**src/inc/dtm_pkg.sv**
```systemverilog
// constants, commands and states of the memory timing controller
// assumes a single 40 MHz core clock; all figures are minimums

package dtm_pkg;

    // ********************************
    // clock and conversion
    // ********************************
    localparam int TCK_PS = 25000;  // core clock period in ps
    localparam int CNT_W  = 11;     // timer width, holds up to 2047 cycles

    // round a time in ps up to whole cycles, never below one
    function automatic int ps2cyc(input int ps);
        int c;
        c = (ps + TCK_PS - 1) / TCK_PS;
        return (c < 1) ? 1 : c;
    endfunction

    // larger of two cycle counts
    function automatic int maxi(input int a, input int b);
        return (a > b) ? a : b;
    endfunction

    // ********************************
    // timing figures
    // ********************************
    localparam int DLLK_CYC   = 768;
    localparam int MRD_CYC    = 8;
    localparam int MOD_NCK    = 24;
    localparam int MOD_PS     = 15000;
    localparam int MOD_CYC    = maxi(MOD_NCK, ps2cyc(MOD_PS));
    localparam int MPRR_CYC   = 1;
    localparam int CAL_NCK    = 3;
    localparam int CAL_PS     = 3748;
    localparam int CAL_CYC    = maxi(CAL_NCK, ps2cyc(CAL_PS));
    localparam int CPDED_CYC  = 4;
    localparam int MPE_CYC    = MOD_CYC + CPDED_CYC;
    localparam int ZQINIT_CYC = 1024;
    localparam int ZQOPER_CYC = 512;
    localparam int ZQCS_CYC   = 128;
    localparam int CKSR_NCK   = 5;
    localparam int CKSR_PS    = 10000;
    localparam int CKSR_CYC   = maxi(CKSR_NCK, ps2cyc(CKSR_PS));
    localparam int CKE_NCK    = 3;
    localparam int CKE_PS     = 5000;
    localparam int CKESR_CYC  = maxi(CKE_NCK, ps2cyc(CKE_PS)) + 1;
    localparam int XS_ADD_PS  = 10000;
    localparam int XPR_NCK    = 5;

    // ********************************
    // timer slots
    // ********************************
    localparam int TI_ANY   = 0;  // every command except exits, calibration and latency mode writes
    localparam int TI_FAST  = 1;  // calibration and latency mode writes
    localparam int TI_MRD   = 2;  // next mode write
    localparam int TI_MOD   = 3;  // commands after a mode write
    localparam int TI_DLL   = 4;  // commands needing a locked dll
    localparam int TI_CLK   = 5;  // clock must keep running
    localparam int TI_CKE   = 6;  // clock enable low time
    localparam int TI_CKX   = 7;  // clock stable before exits
    localparam int TI_BANK0 = 8;  // first per-bank reactivation slot

    // ********************************
    // commands and states
    // ********************************
    typedef enum logic [4:0] {
        CMD_NOP, CMD_RST_EXIT, CMD_MRS, CMD_MRS_FAST, CMD_MPR_WR,
        CMD_MPR_RD, CMD_ACT, CMD_WRA, CMD_RD, CMD_OTHER, CMD_ZQCL,
        CMD_ZQCS, CMD_SRE, CMD_SRX, CMD_SRX_ABORT, CMD_MAX_POWER_SAVE_STATE_ENT,
        CMD_MAX_POWER_SAVE_STATE_EXIT
    } dtm_cmd_e;

    typedef enum logic [1:0] {ST_RST, ST_RUN, ST_SR, ST_MAX_POWER_SAVE_STATE} dtm_state_e;

endpackage

```
**src/inc/dtm_tmr_if.sv**
```systemverilog
// load and done handshake between the controller and one delay timer
// assumes both ends run on the core clock

interface dtm_tmr_if import dtm_pkg::*; ();
    logic             load;
    logic [CNT_W-1:0] val;
    logic             done;

    modport ctl (output load, output val, input done);
    modport cnt (input load, input val, output done);
endinterface

```
**src/logic/dtm_delay_timer.sv**
```systemverilog
// one minimum-delay timer; a load never shortens a running wait
// assumes load values of at least one cycle

module dtm_delay_timer import dtm_pkg::*; (
    // clock and reset
    input wire logic core_clk,
    input wire logic rstn,
    // control side
    dtm_tmr_if.cnt   tmr
);

    logic [CNT_W-1:0] count_r;
    logic [CNT_W-1:0] count_nxt;
    logic [CNT_W-1:0] dec;
    logic [CNT_W-1:0] want;

    // count down, keep the longer of running and newly loaded wait
    always_comb begin
        dec       = (count_r == '0) ? '0 : count_r - CNT_W'(1);
        want      = (tmr.val == '0) ? '0 : tmr.val - CNT_W'(1);
        count_nxt = dec;
        if (tmr.load && (want > dec)) begin
            count_nxt = want;
        end
    end

    always_ff @(posedge core_clk or negedge rstn) begin
        if (!rstn) begin
            count_r <= '0;
        end else begin
            count_r <= count_nxt;
        end
    end

    assign tmr.done = (count_r == '0);

endmodule // dtm_delay_timer

```
**src/logic/dtm_timing_ctrl.sv**
```systemverilog
// command scheduler that holds a memory device to its timing minimums
// assumes requests and configuration come from logic on core_clk
//
// Functional notes
// RQ1: after self refresh exit, dll commands wait 768 cycles
// RQ2: mode writes at least 8 cycles apart
// RQ3: after mode write, other commands wait max of 24 cycles and 15 ns
// RQ4: after a readout register access, allow one cycle recovery
// RQ5: after readout register write, wait update delay plus additive and parity latency
// RQ6: write with auto precharge blocks bank reactivation for recovery plus precharge
// RQ7: in select latency mode, select leads command by max of 3 cycles, 3.748 ns
// RQ8: device drops its command path after update delay plus pass disable delay
// RQ9: clock stays valid after power save entry for update plus disable delay
// RQ10: before power save exit, clock stable for the self refresh exit minimum
// RQ11: after power save exit, non-dll commands wait the self refresh exit delay
// RQ12: after power save exit, dll commands wait exit delay plus dll relock
// RQ13: allow 1024 cycles of calibration after reset before relying on drivers
// RQ14: long calibration needs 512 cycles before next command
// RQ15: short calibration needs 128 cycles before next command
// RQ16: after reset exit, wait max of 5 cycles and refresh time plus 10 ns
// RQ17: after self refresh exit, non-dll commands wait refresh time plus 10 ns
// RQ18: after aborted self refresh, non-dll commands wait short refresh plus 10 ns
// RQ19: calibration and latency mode writes may follow short refresh plus 10 ns
// RQ20: clock enable low in self refresh for pulse width plus one, plus parity
// RQ21: clock valid after self refresh entry max of 5 cycles, 10 ns, plus parity
// RQ22: clock valid before any exit for max of 5 cycles and 10 ns
// RQ23: command pass disable delay is at least 4 cycles
// RQ24: times round up to cycles, the larger minimum always wins

module dtm_timing_ctrl import dtm_pkg::*; #(
    parameter int RFC_PS  = 260000,  // refresh cycle time
    parameter int RFC4_PS = 160000,  // fine granularity refresh time
    parameter int RP_PS   = 15000,   // precharge time
    parameter int NBANK   = 16,
    parameter int BW      = $clog2(NBANK)
) (
    // clock and reset
    input  wire logic          core_clk,
    input  wire logic          rstn,
    // command request
    input  wire logic          reqValid,
    input  wire dtm_cmd_e      reqCmd,
    input  wire logic [BW-1:0] reqBank,
    output logic               reqAck,
    // configuration
    input  wire logic          cfgCalEn,
    input  wire logic          cfgParEn,
    input  wire logic [4:0]    cfgWr,
    input  wire logic [4:0]    cfgAl,
    input  wire logic [3:0]    cfgPl,
    input  wire logic          clkStopReq,
    // memory pins
    output logic               memCkEn,
    output logic               memCke,
    output logic               memCsN,
    output logic               memCmdValid,
    output dtm_cmd_e           memCmd,
    output logic [BW-1:0]      memBank,
    // status
    output dtm_state_e         memState
);

    // ********************************
    // derived waits
    // ********************************
    localparam int NT      = TI_BANK0 + NBANK;
    localparam int XS_CYC  = ps2cyc(RFC_PS + XS_ADD_PS); // RQ24
    localparam int XPR_CYC = maxi(XPR_NCK, XS_CYC);
    localparam int XSF_CYC = ps2cyc(RFC4_PS + XS_ADD_PS);
    localparam int RP_CYC  = ps2cyc(RP_PS);
    localparam int CAL_A   = CAL_CYC;

    // ********************************
    // declarations
    // ********************************
    logic [NT-1:0]    dn;
    logic [NT-1:0]    ld;
    logic [CNT_W-1:0] lv [NT];

    dtm_state_e      state_r, state_nxt;
    logic            ack_r, ack_nxt;
    logic            ckEn_r, ckEn_nxt;
    logic            cke_r, cke_nxt;
    logic            csN_r, csN_nxt;
    logic            cmdV_r, cmdV_nxt;
    dtm_cmd_e        cmd_r, cmd_nxt;
    logic [BW-1:0]   bank_r, bank_nxt;
    logic [1:0]      lead_r, lead_nxt;
    dtm_cmd_e        pend_r, pend_nxt;
    logic [BW-1:0]   pBank_r, pBank_nxt;
    logic            zqInit_r, zqInit_nxt;
    logic            first_r;

    logic            ok;
    logic            take;
    logic            iss;
    dtm_cmd_e        issCmd;
    logic [BW-1:0]   issBank;
    logic            run;
    logic [CNT_W-1:0] parX;

    // ********************************
    // timers
    // ********************************
    dtm_tmr_if tif [NT] ();

    // one timer per slot
    generate
        for (genvar i = 0; i < NT; i++) begin : g_tmr
            assign tif[i].load = ld[i];
            assign tif[i].val  = lv[i];
            assign dn[i]       = tif[i].done;
            dtm_delay_timer u_tmr (
                .core_clk (core_clk),
                .rstn     (rstn),
                .tmr      (tif[i])
            );
        end
    endgenerate

    // ********************************
    // request check
    // ********************************
    assign run = (state_r == ST_RUN);

    // which waits gate each command
    always_comb begin
        ok = 1'b0;
        case (reqCmd)
            CMD_RST_EXIT: begin
                ok = (state_r == ST_RST) && ckEn_r && dn[TI_CKX]; // RQ22
            end
            CMD_MRS, CMD_MPR_WR, CMD_MAX_POWER_SAVE_STATE_ENT: begin
                ok = run && dn[TI_ANY] && dn[TI_MRD]; // RQ2
            end
            CMD_MRS_FAST: begin
                ok = run && dn[TI_FAST] && dn[TI_MRD]; // RQ19
            end
            CMD_ZQCL, CMD_ZQCS: begin
                ok = run && dn[TI_FAST] && dn[TI_MOD]; // RQ19
            end
            CMD_ACT: begin
                ok = run && dn[TI_ANY] && dn[TI_MOD]
                     && dn[TI_BANK0 + int'(reqBank)]; // RQ6
            end
            CMD_WRA, CMD_RD, CMD_MPR_RD: begin
                ok = run && dn[TI_ANY] && dn[TI_MOD] && dn[TI_DLL]; // RQ1
            end
            CMD_OTHER, CMD_SRE: begin
                ok = run && dn[TI_ANY] && dn[TI_MOD]; // RQ3
            end
            CMD_SRX, CMD_SRX_ABORT: begin
                ok = (state_r == ST_SR) && dn[TI_CKE] && ckEn_r && dn[TI_CKX]; // RQ20
            end
            CMD_MAX_POWER_SAVE_STATE_EXIT: begin
                ok = (state_r == ST_MAX_POWER_SAVE_STATE) && ckEn_r && dn[TI_CKX]; // RQ10
            end
            default: begin
                ok = 1'b0;
            end
        endcase
    end

    // take a request, issue now or after the select lead
    assign take    = reqValid && !ack_r && (lead_r == 2'd0) && ok;
    assign iss     = (take && !cfgCalEn) || (lead_r == 2'd1); // RQ7
    assign issCmd  = (lead_r == 2'd1) ? pend_r : reqCmd;
    assign issBank = (lead_r == 2'd1) ? pBank_r : reqBank;
    assign parX    = cfgParEn ? CNT_W'(cfgPl) : '0;

    // ********************************
    // timer loads
    // ********************************
    // each issued command starts the waits it owes
    always_comb begin
        ld = '0;
        for (int k = 0; k < NT; k++) begin
            lv[k] = '0;
        end
        if (iss) begin
            case (issCmd)
                CMD_RST_EXIT: begin
                    ld[TI_ANY]  = 1'b1; // RQ16
                    lv[TI_ANY]  = CNT_W'(XPR_CYC);
                    ld[TI_FAST] = 1'b1;
                    lv[TI_FAST] = CNT_W'(XPR_CYC);
                    ld[TI_DLL]  = 1'b1;
                    lv[TI_DLL]  = CNT_W'(DLLK_CYC);
                end
                CMD_MRS, CMD_MRS_FAST: begin
                    ld[TI_MRD] = 1'b1; // RQ2
                    lv[TI_MRD] = CNT_W'(MRD_CYC);
                    ld[TI_MOD] = 1'b1; // RQ3
                    lv[TI_MOD] = CNT_W'(MOD_CYC);
                end
                CMD_MPR_WR: begin
                    ld[TI_MRD] = 1'b1;
                    lv[TI_MRD] = CNT_W'(MRD_CYC);
                    ld[TI_MOD] = 1'b1; // RQ5
                    lv[TI_MOD] = CNT_W'(MOD_CYC) + CNT_W'(cfgAl) + CNT_W'(cfgPl);
                end
                CMD_MAX_POWER_SAVE_STATE_ENT: begin
                    ld[TI_MRD] = 1'b1;
                    lv[TI_MRD] = CNT_W'(MRD_CYC);
                    ld[TI_MOD] = 1'b1;
                    lv[TI_MOD] = CNT_W'(MOD_CYC);
                    ld[TI_CLK] = 1'b1; // RQ9
                    lv[TI_CLK] = CNT_W'(MPE_CYC); // RQ23
                end
                CMD_MPR_RD: begin
                    ld[TI_ANY]  = 1'b1; // RQ4
                    lv[TI_ANY]  = CNT_W'(MPRR_CYC);
                    ld[TI_FAST] = 1'b1;
                    lv[TI_FAST] = CNT_W'(MPRR_CYC);
                end
                CMD_WRA: begin
                    ld[TI_BANK0 + int'(issBank)] = 1'b1; // RQ6
                    lv[TI_BANK0 + int'(issBank)] = CNT_W'(cfgWr) + CNT_W'(RP_CYC);
                end
                CMD_ZQCL: begin
                    ld[TI_ANY]  = 1'b1; // RQ14
                    lv[TI_ANY]  = zqInit_r ? CNT_W'(ZQINIT_CYC) : CNT_W'(ZQOPER_CYC); // RQ13
                    ld[TI_FAST] = 1'b1;
                    lv[TI_FAST] = lv[TI_ANY];
                end
                CMD_ZQCS: begin
                    ld[TI_ANY]  = 1'b1; // RQ15
                    lv[TI_ANY]  = CNT_W'(ZQCS_CYC);
                    ld[TI_FAST] = 1'b1;
                    lv[TI_FAST] = CNT_W'(ZQCS_CYC);
                end
                CMD_SRE: begin
                    ld[TI_CKE] = 1'b1; // RQ20
                    lv[TI_CKE] = CNT_W'(CKESR_CYC) + parX;
                    ld[TI_CLK] = 1'b1; // RQ21
                    lv[TI_CLK] = CNT_W'(CKSR_CYC) + parX;
                end
                CMD_SRX: begin
                    ld[TI_ANY]  = 1'b1; // RQ17
                    lv[TI_ANY]  = CNT_W'(XS_CYC);
                    ld[TI_FAST] = 1'b1; // RQ19
                    lv[TI_FAST] = CNT_W'(XSF_CYC);
                    ld[TI_DLL]  = 1'b1; // RQ1
                    lv[TI_DLL]  = CNT_W'(DLLK_CYC);
                end
                CMD_SRX_ABORT: begin
                    ld[TI_ANY]  = 1'b1; // RQ18
                    lv[TI_ANY]  = CNT_W'(XSF_CYC);
                    ld[TI_FAST] = 1'b1;
                    lv[TI_FAST] = CNT_W'(XSF_CYC);
                    ld[TI_DLL]  = 1'b1;
                    lv[TI_DLL]  = CNT_W'(DLLK_CYC);
                end
                CMD_MAX_POWER_SAVE_STATE_EXIT: begin
                    ld[TI_ANY]  = 1'b1; // RQ11
                    lv[TI_ANY]  = CNT_W'(XS_CYC);
                    ld[TI_FAST] = 1'b1;
                    lv[TI_FAST] = CNT_W'(XS_CYC);
                    ld[TI_DLL]  = 1'b1; // RQ12
                    lv[TI_DLL]  = CNT_W'(XS_CYC + DLLK_CYC);
                end
                default: begin
                    ld[TI_ANY] = 1'b0;
                end
            endcase
        end
        // clock-stable wait restarts while the clock is stopped
        ld[TI_CKX] = !ckEn_r || first_r; // RQ22
        lv[TI_CKX] = CNT_W'(CKSR_CYC);
    end

    // ********************************
    // control and pins
    // ********************************
    // state, clock gating, select lead and pin drive
    always_comb begin
        state_nxt  = state_r;
        ack_nxt    = take;
        csN_nxt    = !take; // RQ7
        cmdV_nxt   = iss;
        cmd_nxt    = iss ? issCmd : CMD_NOP;
        bank_nxt   = iss ? issBank : bank_r;
        pend_nxt   = take ? reqCmd : pend_r;
        pBank_nxt  = take ? reqBank : pBank_r;
        zqInit_nxt = zqInit_r && !(iss && issCmd == CMD_ZQCL);
        lead_nxt   = (lead_r != 2'd0) ? lead_r - 2'd1 : lead_r;
        if (take && cfgCalEn) begin
            lead_nxt = 2'(CAL_CYC); // RQ7
        end
        if (iss) begin
            case (issCmd)
                CMD_RST_EXIT, CMD_SRX, CMD_SRX_ABORT, CMD_MAX_POWER_SAVE_STATE_EXIT: begin
                    state_nxt = ST_RUN;
                end
                CMD_SRE: begin
                    state_nxt = ST_SR;
                end
                CMD_MAX_POWER_SAVE_STATE_ENT: begin
                    state_nxt = ST_MAX_POWER_SAVE_STATE;
                end
                default: begin
                    state_nxt = state_r;
                end
            endcase
        end
        cke_nxt = (state_nxt == ST_RUN) || (state_nxt == ST_MAX_POWER_SAVE_STATE);
        // stop only when parked and the post-entry clock wait is over
        if (ckEn_r) begin
            ckEn_nxt = !(clkStopReq && dn[TI_CLK]
                         && (state_r == ST_SR || state_r == ST_MAX_POWER_SAVE_STATE)); // RQ21
        end else begin
            ckEn_nxt = !clkStopReq;
        end
    end

    always_ff @(posedge core_clk or negedge rstn) begin
        if (!rstn) begin
            state_r  <= ST_RST;
            ack_r    <= 1'b0;
            ckEn_r   <= 1'b1;
            cke_r    <= 1'b0;
            csN_r    <= 1'b1;
            cmdV_r   <= 1'b0;
            cmd_r    <= CMD_NOP;
            bank_r   <= '0;
            lead_r   <= 2'd0;
            pend_r   <= CMD_NOP;
            pBank_r  <= '0;
            zqInit_r <= 1'b1;
            first_r  <= 1'b1;
        end else begin
            state_r  <= state_nxt;
            ack_r    <= ack_nxt;
            ckEn_r   <= ckEn_nxt;
            cke_r    <= cke_nxt;
            csN_r    <= csN_nxt;
            cmdV_r   <= cmdV_nxt;
            cmd_r    <= cmd_nxt;
            bank_r   <= bank_nxt;
            lead_r   <= lead_nxt;
            pend_r   <= pend_nxt;
            pBank_r  <= pBank_nxt;
            zqInit_r <= zqInit_nxt;
            first_r  <= 1'b0;
        end
    end

    // outputs straight from flops
    assign reqAck      = ack_r;
    assign memCkEn     = ckEn_r;
    assign memCke      = cke_r;
    assign memCsN      = csN_r;
    assign memCmdValid = cmdV_r;
    assign memCmd      = cmd_r;
    assign memBank     = bank_r;
    assign memState    = state_r;

    // ********************************
    // checks
    // ********************************
    logic [CNT_W-1:0] sMrs_r, sMrs_nxt;
    logic [CNT_W-1:0] sExit_r, sExit_nxt;
    logic [CNT_W-1:0] sEnt_r, sEnt_nxt;
    logic [CNT_W-1:0] ckeLow_r, ckeLow_nxt;
    logic [CNT_W-1:0] ckOn_r, ckOn_nxt;
    logic             mrsOut, depOut, dllOut, exitOut, entOut;

    // classes of commands seen on the pins
    always_comb begin
        mrsOut  = cmdV_r && (cmd_r inside {CMD_MRS, CMD_MRS_FAST, CMD_MPR_WR, CMD_MAX_POWER_SAVE_STATE_ENT});
        depOut  = cmdV_r && !mrsOut;
        dllOut  = cmdV_r && (cmd_r inside {CMD_WRA, CMD_RD, CMD_MPR_RD});
        exitOut = cmdV_r && (cmd_r inside {CMD_RST_EXIT, CMD_SRX, CMD_SRX_ABORT,
                                           CMD_MAX_POWER_SAVE_STATE_EXIT});
        entOut  = cmdV_r && (cmd_r inside {CMD_SRE, CMD_MAX_POWER_SAVE_STATE_ENT});
        sMrs_nxt   = mrsOut ? CNT_W'(1) : (&sMrs_r ? sMrs_r : sMrs_r + CNT_W'(1));
        sExit_nxt  = exitOut ? CNT_W'(1) : (&sExit_r ? sExit_r : sExit_r + CNT_W'(1));
        sEnt_nxt   = entOut ? CNT_W'(1) : (&sEnt_r ? sEnt_r : sEnt_r + CNT_W'(1));
        ckeLow_nxt = cke_r ? '0 : (&ckeLow_r ? ckeLow_r : ckeLow_r + CNT_W'(1));
        ckOn_nxt   = !ckEn_r ? '0 : (&ckOn_r ? ckOn_r : ckOn_r + CNT_W'(1));
    end

    always_ff @(posedge core_clk or negedge rstn) begin
        if (!rstn) begin
            sMrs_r   <= '1;
            sExit_r  <= '0;
            sEnt_r   <= '1;
            ckeLow_r <= '0;
            ckOn_r   <= '0;
        end else begin
            sMrs_r   <= sMrs_nxt;
            sExit_r  <= sExit_nxt;
            sEnt_r   <= sEnt_nxt;
            ckeLow_r <= ckeLow_nxt;
            ckOn_r   <= ckOn_nxt;
        end
    end

    AST_MRD_SPACING: assert property (@(posedge core_clk) disable iff (!rstn) // RQ2
        mrsOut |=> !mrsOut [*7]) else $error("mode writes closer than 8 cycles");

    AST_MOD_WAIT: assert property (@(posedge core_clk) disable iff (!rstn) // RQ3
        depOut |-> sMrs_r >= CNT_W'(MOD_CYC)) else $error("command inside mode update");

    AST_DLL_WAIT: assert property (@(posedge core_clk) disable iff (!rstn) // RQ1
        dllOut |-> sExit_r >= CNT_W'(DLLK_CYC)) else $error("dll command before lock");

    AST_CKE_LOW: assert property (@(posedge core_clk) disable iff (!rstn) // RQ20
        $rose(cke_r) |-> ckeLow_r >= CNT_W'(CKESR_CYC)) else $error("clock enable low too short");

    AST_CAL_LEAD: assert property (@(posedge core_clk) disable iff (!rstn) // RQ7
        cmdV_r && cfgCalEn && $past(cfgCalEn, CAL_A) |-> !$past(csN_r, CAL_A))
        else $error("select does not lead command");

    AST_CLK_SRE: assert property (@(posedge core_clk) disable iff (!rstn) // RQ21
        cmdV_r && cmd_r == CMD_SRE |-> ckEn_r [*5]) else $error("clock stopped after entry");

    AST_CLK_EXIT: assert property (@(posedge core_clk) disable iff (!rstn) // RQ22
        exitOut |-> ckOn_r >= CNT_W'(CKSR_CYC)) else $error("clock not stable before exit");

    AST_MAX_POWER_SAVE_STATE_CLK: assert property (@(posedge core_clk) disable iff (!rstn) // RQ9
        $fell(ckEn_r) && state_r == ST_MAX_POWER_SAVE_STATE |-> sEnt_r >= CNT_W'(MPE_CYC))
        else $error("clock stopped early in power save");

endmodule // dtm_timing_ctrl

```
**config.mk**
```make
export PLATFORM = sky130hd
export DESIGN_NAME = dtm_timing_ctrl
export DESIGN_NICKNAME = d
export VERILOG_FILES = /design/src/inc/dtm_pkg.sv /design/src/inc/dtm_tmr_if.sv /design/src/logic/dtm_delay_timer.sv /design/src/logic/dtm_timing_ctrl.sv
export SDC_FILE = /design/constraint.sdc
export NUM_CORES = 1
export LEC_CHECK = 0
export BUFFER_PORTS_ARGS = -buffer_cell sky130_fd_sc_hd__buf_2
export CAP_MARGIN = 10
export CORE_UTILIZATION = 25
export CTS_CLUSTER_DIAMETER = 120
export DETAILED_ROUTE_END_ITERATION = 12
export GPL_TIMING_DRIVEN = 1
export SLEW_MARGIN = 20
export SYNTH_ARGS = -nofsm -noshare
export SYNTH_HDL_FRONTEND = slang
export SYNTH_SLANG_ARGS = --single-unit
```
**constraint.sdc**
```tcl
create_clock -name core_clk -period 10.3 [get_ports core_clk]
set_clock_uncertainty 0.05 [all_clocks]
set_input_delay 2.06 -clock core_clk [delete_from_list [all_inputs] [get_ports core_clk]]
set_output_delay 2.06 -clock core_clk [all_outputs]
set_load 0.02 [all_outputs]
```
==> impl_metrics.toml <==
[global_routing]
grt_pass1_wl_um = 115700
grt_overflow = 0
grt_usage = 0.1303
antenna_found_initial = 9
grt_start_max_net_pins = 76
grt_pass1_vias = 22501

[power]
ir_drop_uv = 95.46
power_frac_comb = 0.266
p_total_mw = 3.566
internal-power_mw = 2.307
powerDensity_nw_per_um2 = 120.2
p_sw_frac = 0.3533
power.switching_mw = 1.260
p_clk_frac = 0.360
p_leak_nw = 14.27
p_seq_frac = 0.373

[synthesis]
synth_cell_type_count = 100
syn_inst = 3182
syn_area_per_cell_um2 = 8.358
ys_seq_elements = 292
synth_warnings = 0
synth_area_um2 = 26590
ys.flop_type = "dfrtp_1"
synth_edf_count = 0
synthArstFlopShare = 1.000
synth-seq-area-share = 0.2749

[floorplanning]
io_pins = 45
core_um2 = 105400
die_w_um = 328.2
rows = 119
die_height_um = 328.2
initial_core_util = 0.2523
die_area_um2 = 107700

[clocking]
clkTransAtPathRegs_ns = 0.06
cts.path.max_buffers = 3
cts_tree = "yes"
worst_skew_pair.late_latency_ns = 0.57
cts_setup_buffers = 0
cts-buffers-inserted = 36
post_cts_resize_count = 0
clock-sinks = 292
hold_buffers = 0
cts_root_buffer = "clkbuf_16"
htree_num_levels = 2

[flow_run]
drv_cap = 0

[sta]
setup_slack_ns = 1.893
grt_setup_unrepaired = "no"
finalSetupTns_ns = 0
fmax_mhz = 118.9
post-route-period-util = 0.8162
holdWs_ns = 0.4263
period_needed_ns = 8.407
finalHoldViolations = 0
maxSlewViolCount = 0
worst_pin_slew_ns = 1.132
slew_headroom = 0.2411
setup_viol = 0

[worst_setup_path]
worstPathCellList = "buf_2, nor4_1, mux2_2, nor3_1, nand3_1, a21oi_1, nor2_4, inv_2, nand3_1, or2_2, ha_1, o21ai_0, nor2b_1, ha_1, nor2b_1, o21a_1, o21a_1, o21a_1, o21ai_0, nand2b_1, maj3_2, a221oi_2, or3_1, mux2_1"
startpoint_type = "input port"
ff2ff_setup_slack_ns = 2.81
critical_path_required_ns = 10.68
arrival_ns = 8.79
cp-end-kind = "flop"
crit_type = "in2reg"
r2r-start = "g_tmr[23].u_tmr.count_r[0]"
reg2reg_to = "g_tmr[18].u_tmr.count_r[1]"
critical_path.most_common_cell = "o21a_1"
reg2reg_depth = 25
slowest_stage = "a21oi_1"
slowest_delay_ns = 0.55
critPathMaxFanout = 22

[finish]
area_delta_synth_final_pct = 11.53
post-route-util = 0.2814
nets = 3557
regArea_um2 = 7312
nFillCells = 11303
multi_input_area_um2 = 18000
drive_above_1_share = 0.08051

[placement]
dp_worst_setup_slack_ns = 1.437
place_congestion = 0.8919
dp_hpwl_um = 54770
io_buffers = 44

[min_path]
hp-class = "reg2reg"
hold-path-cell-count = 2
hp-start = "memBank[1]"
min_to = "memBank[1]"

[drt]
wl_per_cell_um = 15.29
drt_pass1_iterations = 9
drtIter0Drc = 1302
viasPerCell = 4.915
routed_wl_um = 70860
dr_total_vias = 22781
ant_nets = 0
route.detailed.drc = 8

[run_status]
violations = "DRC"
outcome = "finished with violations"
==> worst max-delay path by stage <==
| stage | startpoint | cells past startpoint | slack, ns | end |
|---|---|---|---|---|
| final | reqCmd[0] | 24 | 1.89 | g_tmr[18].u_tmr.count_r[1] |
| after global placement | reqCmd[1] | 24 | 1.58 | g_tmr[13].u_tmr.count_r[1] |
| after CTS | reqCmd[0] | 24 | 1.98 | g_tmr[18].u_tmr.count_r[1] |
| after global routing | reqCmd[1] | 24 | 1.24 | g_tmr[1].u_tmr.count_r[1] |
| after detailed placement | reqCmd[1] | 24 | 1.44 | g_tmr[18].u_tmr.count_r[1] |
| after floorplan | reqCmd[1] | 29 | 2.42 | g_tmr[1].u_tmr.count_r[0] |
==> final cells by class <==
| class | count | area share |
|---|---|---|
| clock inverters | 11 | 0.003164 |
| clock buffers | 53 | 0.03628 |
| repair buffers | 70 | 0.01434 |
| flip-flops and latches | 292 | 0.2465 |
| diodes | 2 | 0.0001687 |
| well taps | 1391 | 0.05868 |
| multi-input cells | 2548 | 0.6069 |
| inverters | 268 | 0.03392 |
==> cells in the final DEF, fill, tap and decap left out, types with 76 or more instances in the layout <==
cell type  instances
nor3_1           123
nand2_1          341
xor2_1            88
inv_1            263
o21ai_0          168
dfrtp_1          288
nor2_1           251
a21oi_1          146
nand3_1           76
mux2i_1          186
ha_1             310
==> cell usage after synthesis, drive strengths merged (12+ instances only) <==
cell type,instances,share of area
o21a,75,0.021
nor2b,61,0.014
o31ai,27,0.0076
inv,268,0.038
nand2,342,0.048
dfrtp,288,0.27
xor2,89,0.029
and3,28,0.0068
and2,30,0.0071
nand3,77,0.015
a211oi,13,0.0037
xnor2,63,0.021
nor4b,12,0.0040
mux2,50,0.022
nor2,252,0.036
a21oi,148,0.028
ha,311,0.15
nand4,54,0.013
or3,29,0.0070
nor4,56,0.014
buf,31,0.0078
or2,28,0.0066
nor3,126,0.024
or4,23,0.0065
o211ai,15,0.0042
nand2b,47,0.011
nor3b,14,0.0040
a21o,64,0.018
o21ai,174,0.033
clkbuf,48,0.0068
mux2i,186,0.070
==> metal layers <==
metal | part of all wire | vias up | GRT usage
met4 | 0.029 | 6 | 0.04156
met1 | 0.46 | 10888 | 0.1672
met3 | 0.049 | 119 | 0.01993
met5 | 0.00059 | - | 0
met2 | 0.47 | 377 | 0.2225
li1 | - | 11391 | -
==> power by group through the flow <==
| stage | clock network (mW) | registers (mW) | logic, mW |
|---|---|---|---|
| after floorplan | 0 | 1.35 | 0.622 |
| after global placement | 0 | 1.35 | 0.932 |
| after detailed placement | 0 | 1.35 | 0.940 |
| after CTS | 1.33 | 1.33 | 0.946 |
| after global routing | 1.37 | 1.34 | 1.06 |
| final | 1.29 | 1.33 | 0.950 |
==> through the flow <==
stage | instance area (µm²) | instances
finish | 29660 | 4635
global route | 29660 | 4634
CTS | 29620 | 4633
detailed placement | 28450 | 4569
global placement | 28450 | 4569
floorplan | 26610 | 3187
==> registers in the layout, indices dropped and copies added (netlist names), 2 cells and up, named ones only <==
signal,cells
g_tmr.u_tmr.count_r,264
pend_r,5
memBank,4
pBank_r,4
memCmd,5
lead_r,2
==> cell families (layout without fill, tap and decap cells) <==
logic type,count (synthesis),in the layout,synth area share
other,1,8,0.0001410
XOR/XNOR,152,152,0.05006
adder cells (fa/ha/maj),317,317,0.1490
multiplexers,236,236,0.09188
AO/OA/AOI/OAI,624,624,0.1533
flip-flops,292,292,0.2749
AND/OR/NAND/NOR,1213,1213,0.2283
buffers and inverters,347,402,0.05236
==> worst max-delay path: cells and delay by family <==
kind                       cells  cell delay [ns]
muxes                          2             0.79
adders and majority gates      3             0.78
AOI/OAI and AO/OA              7             1.68
buffers and inverters          2             0.59
and+or+nand+nor               10             2.89
Note: power is estimated with default switching activity, not from simulation.
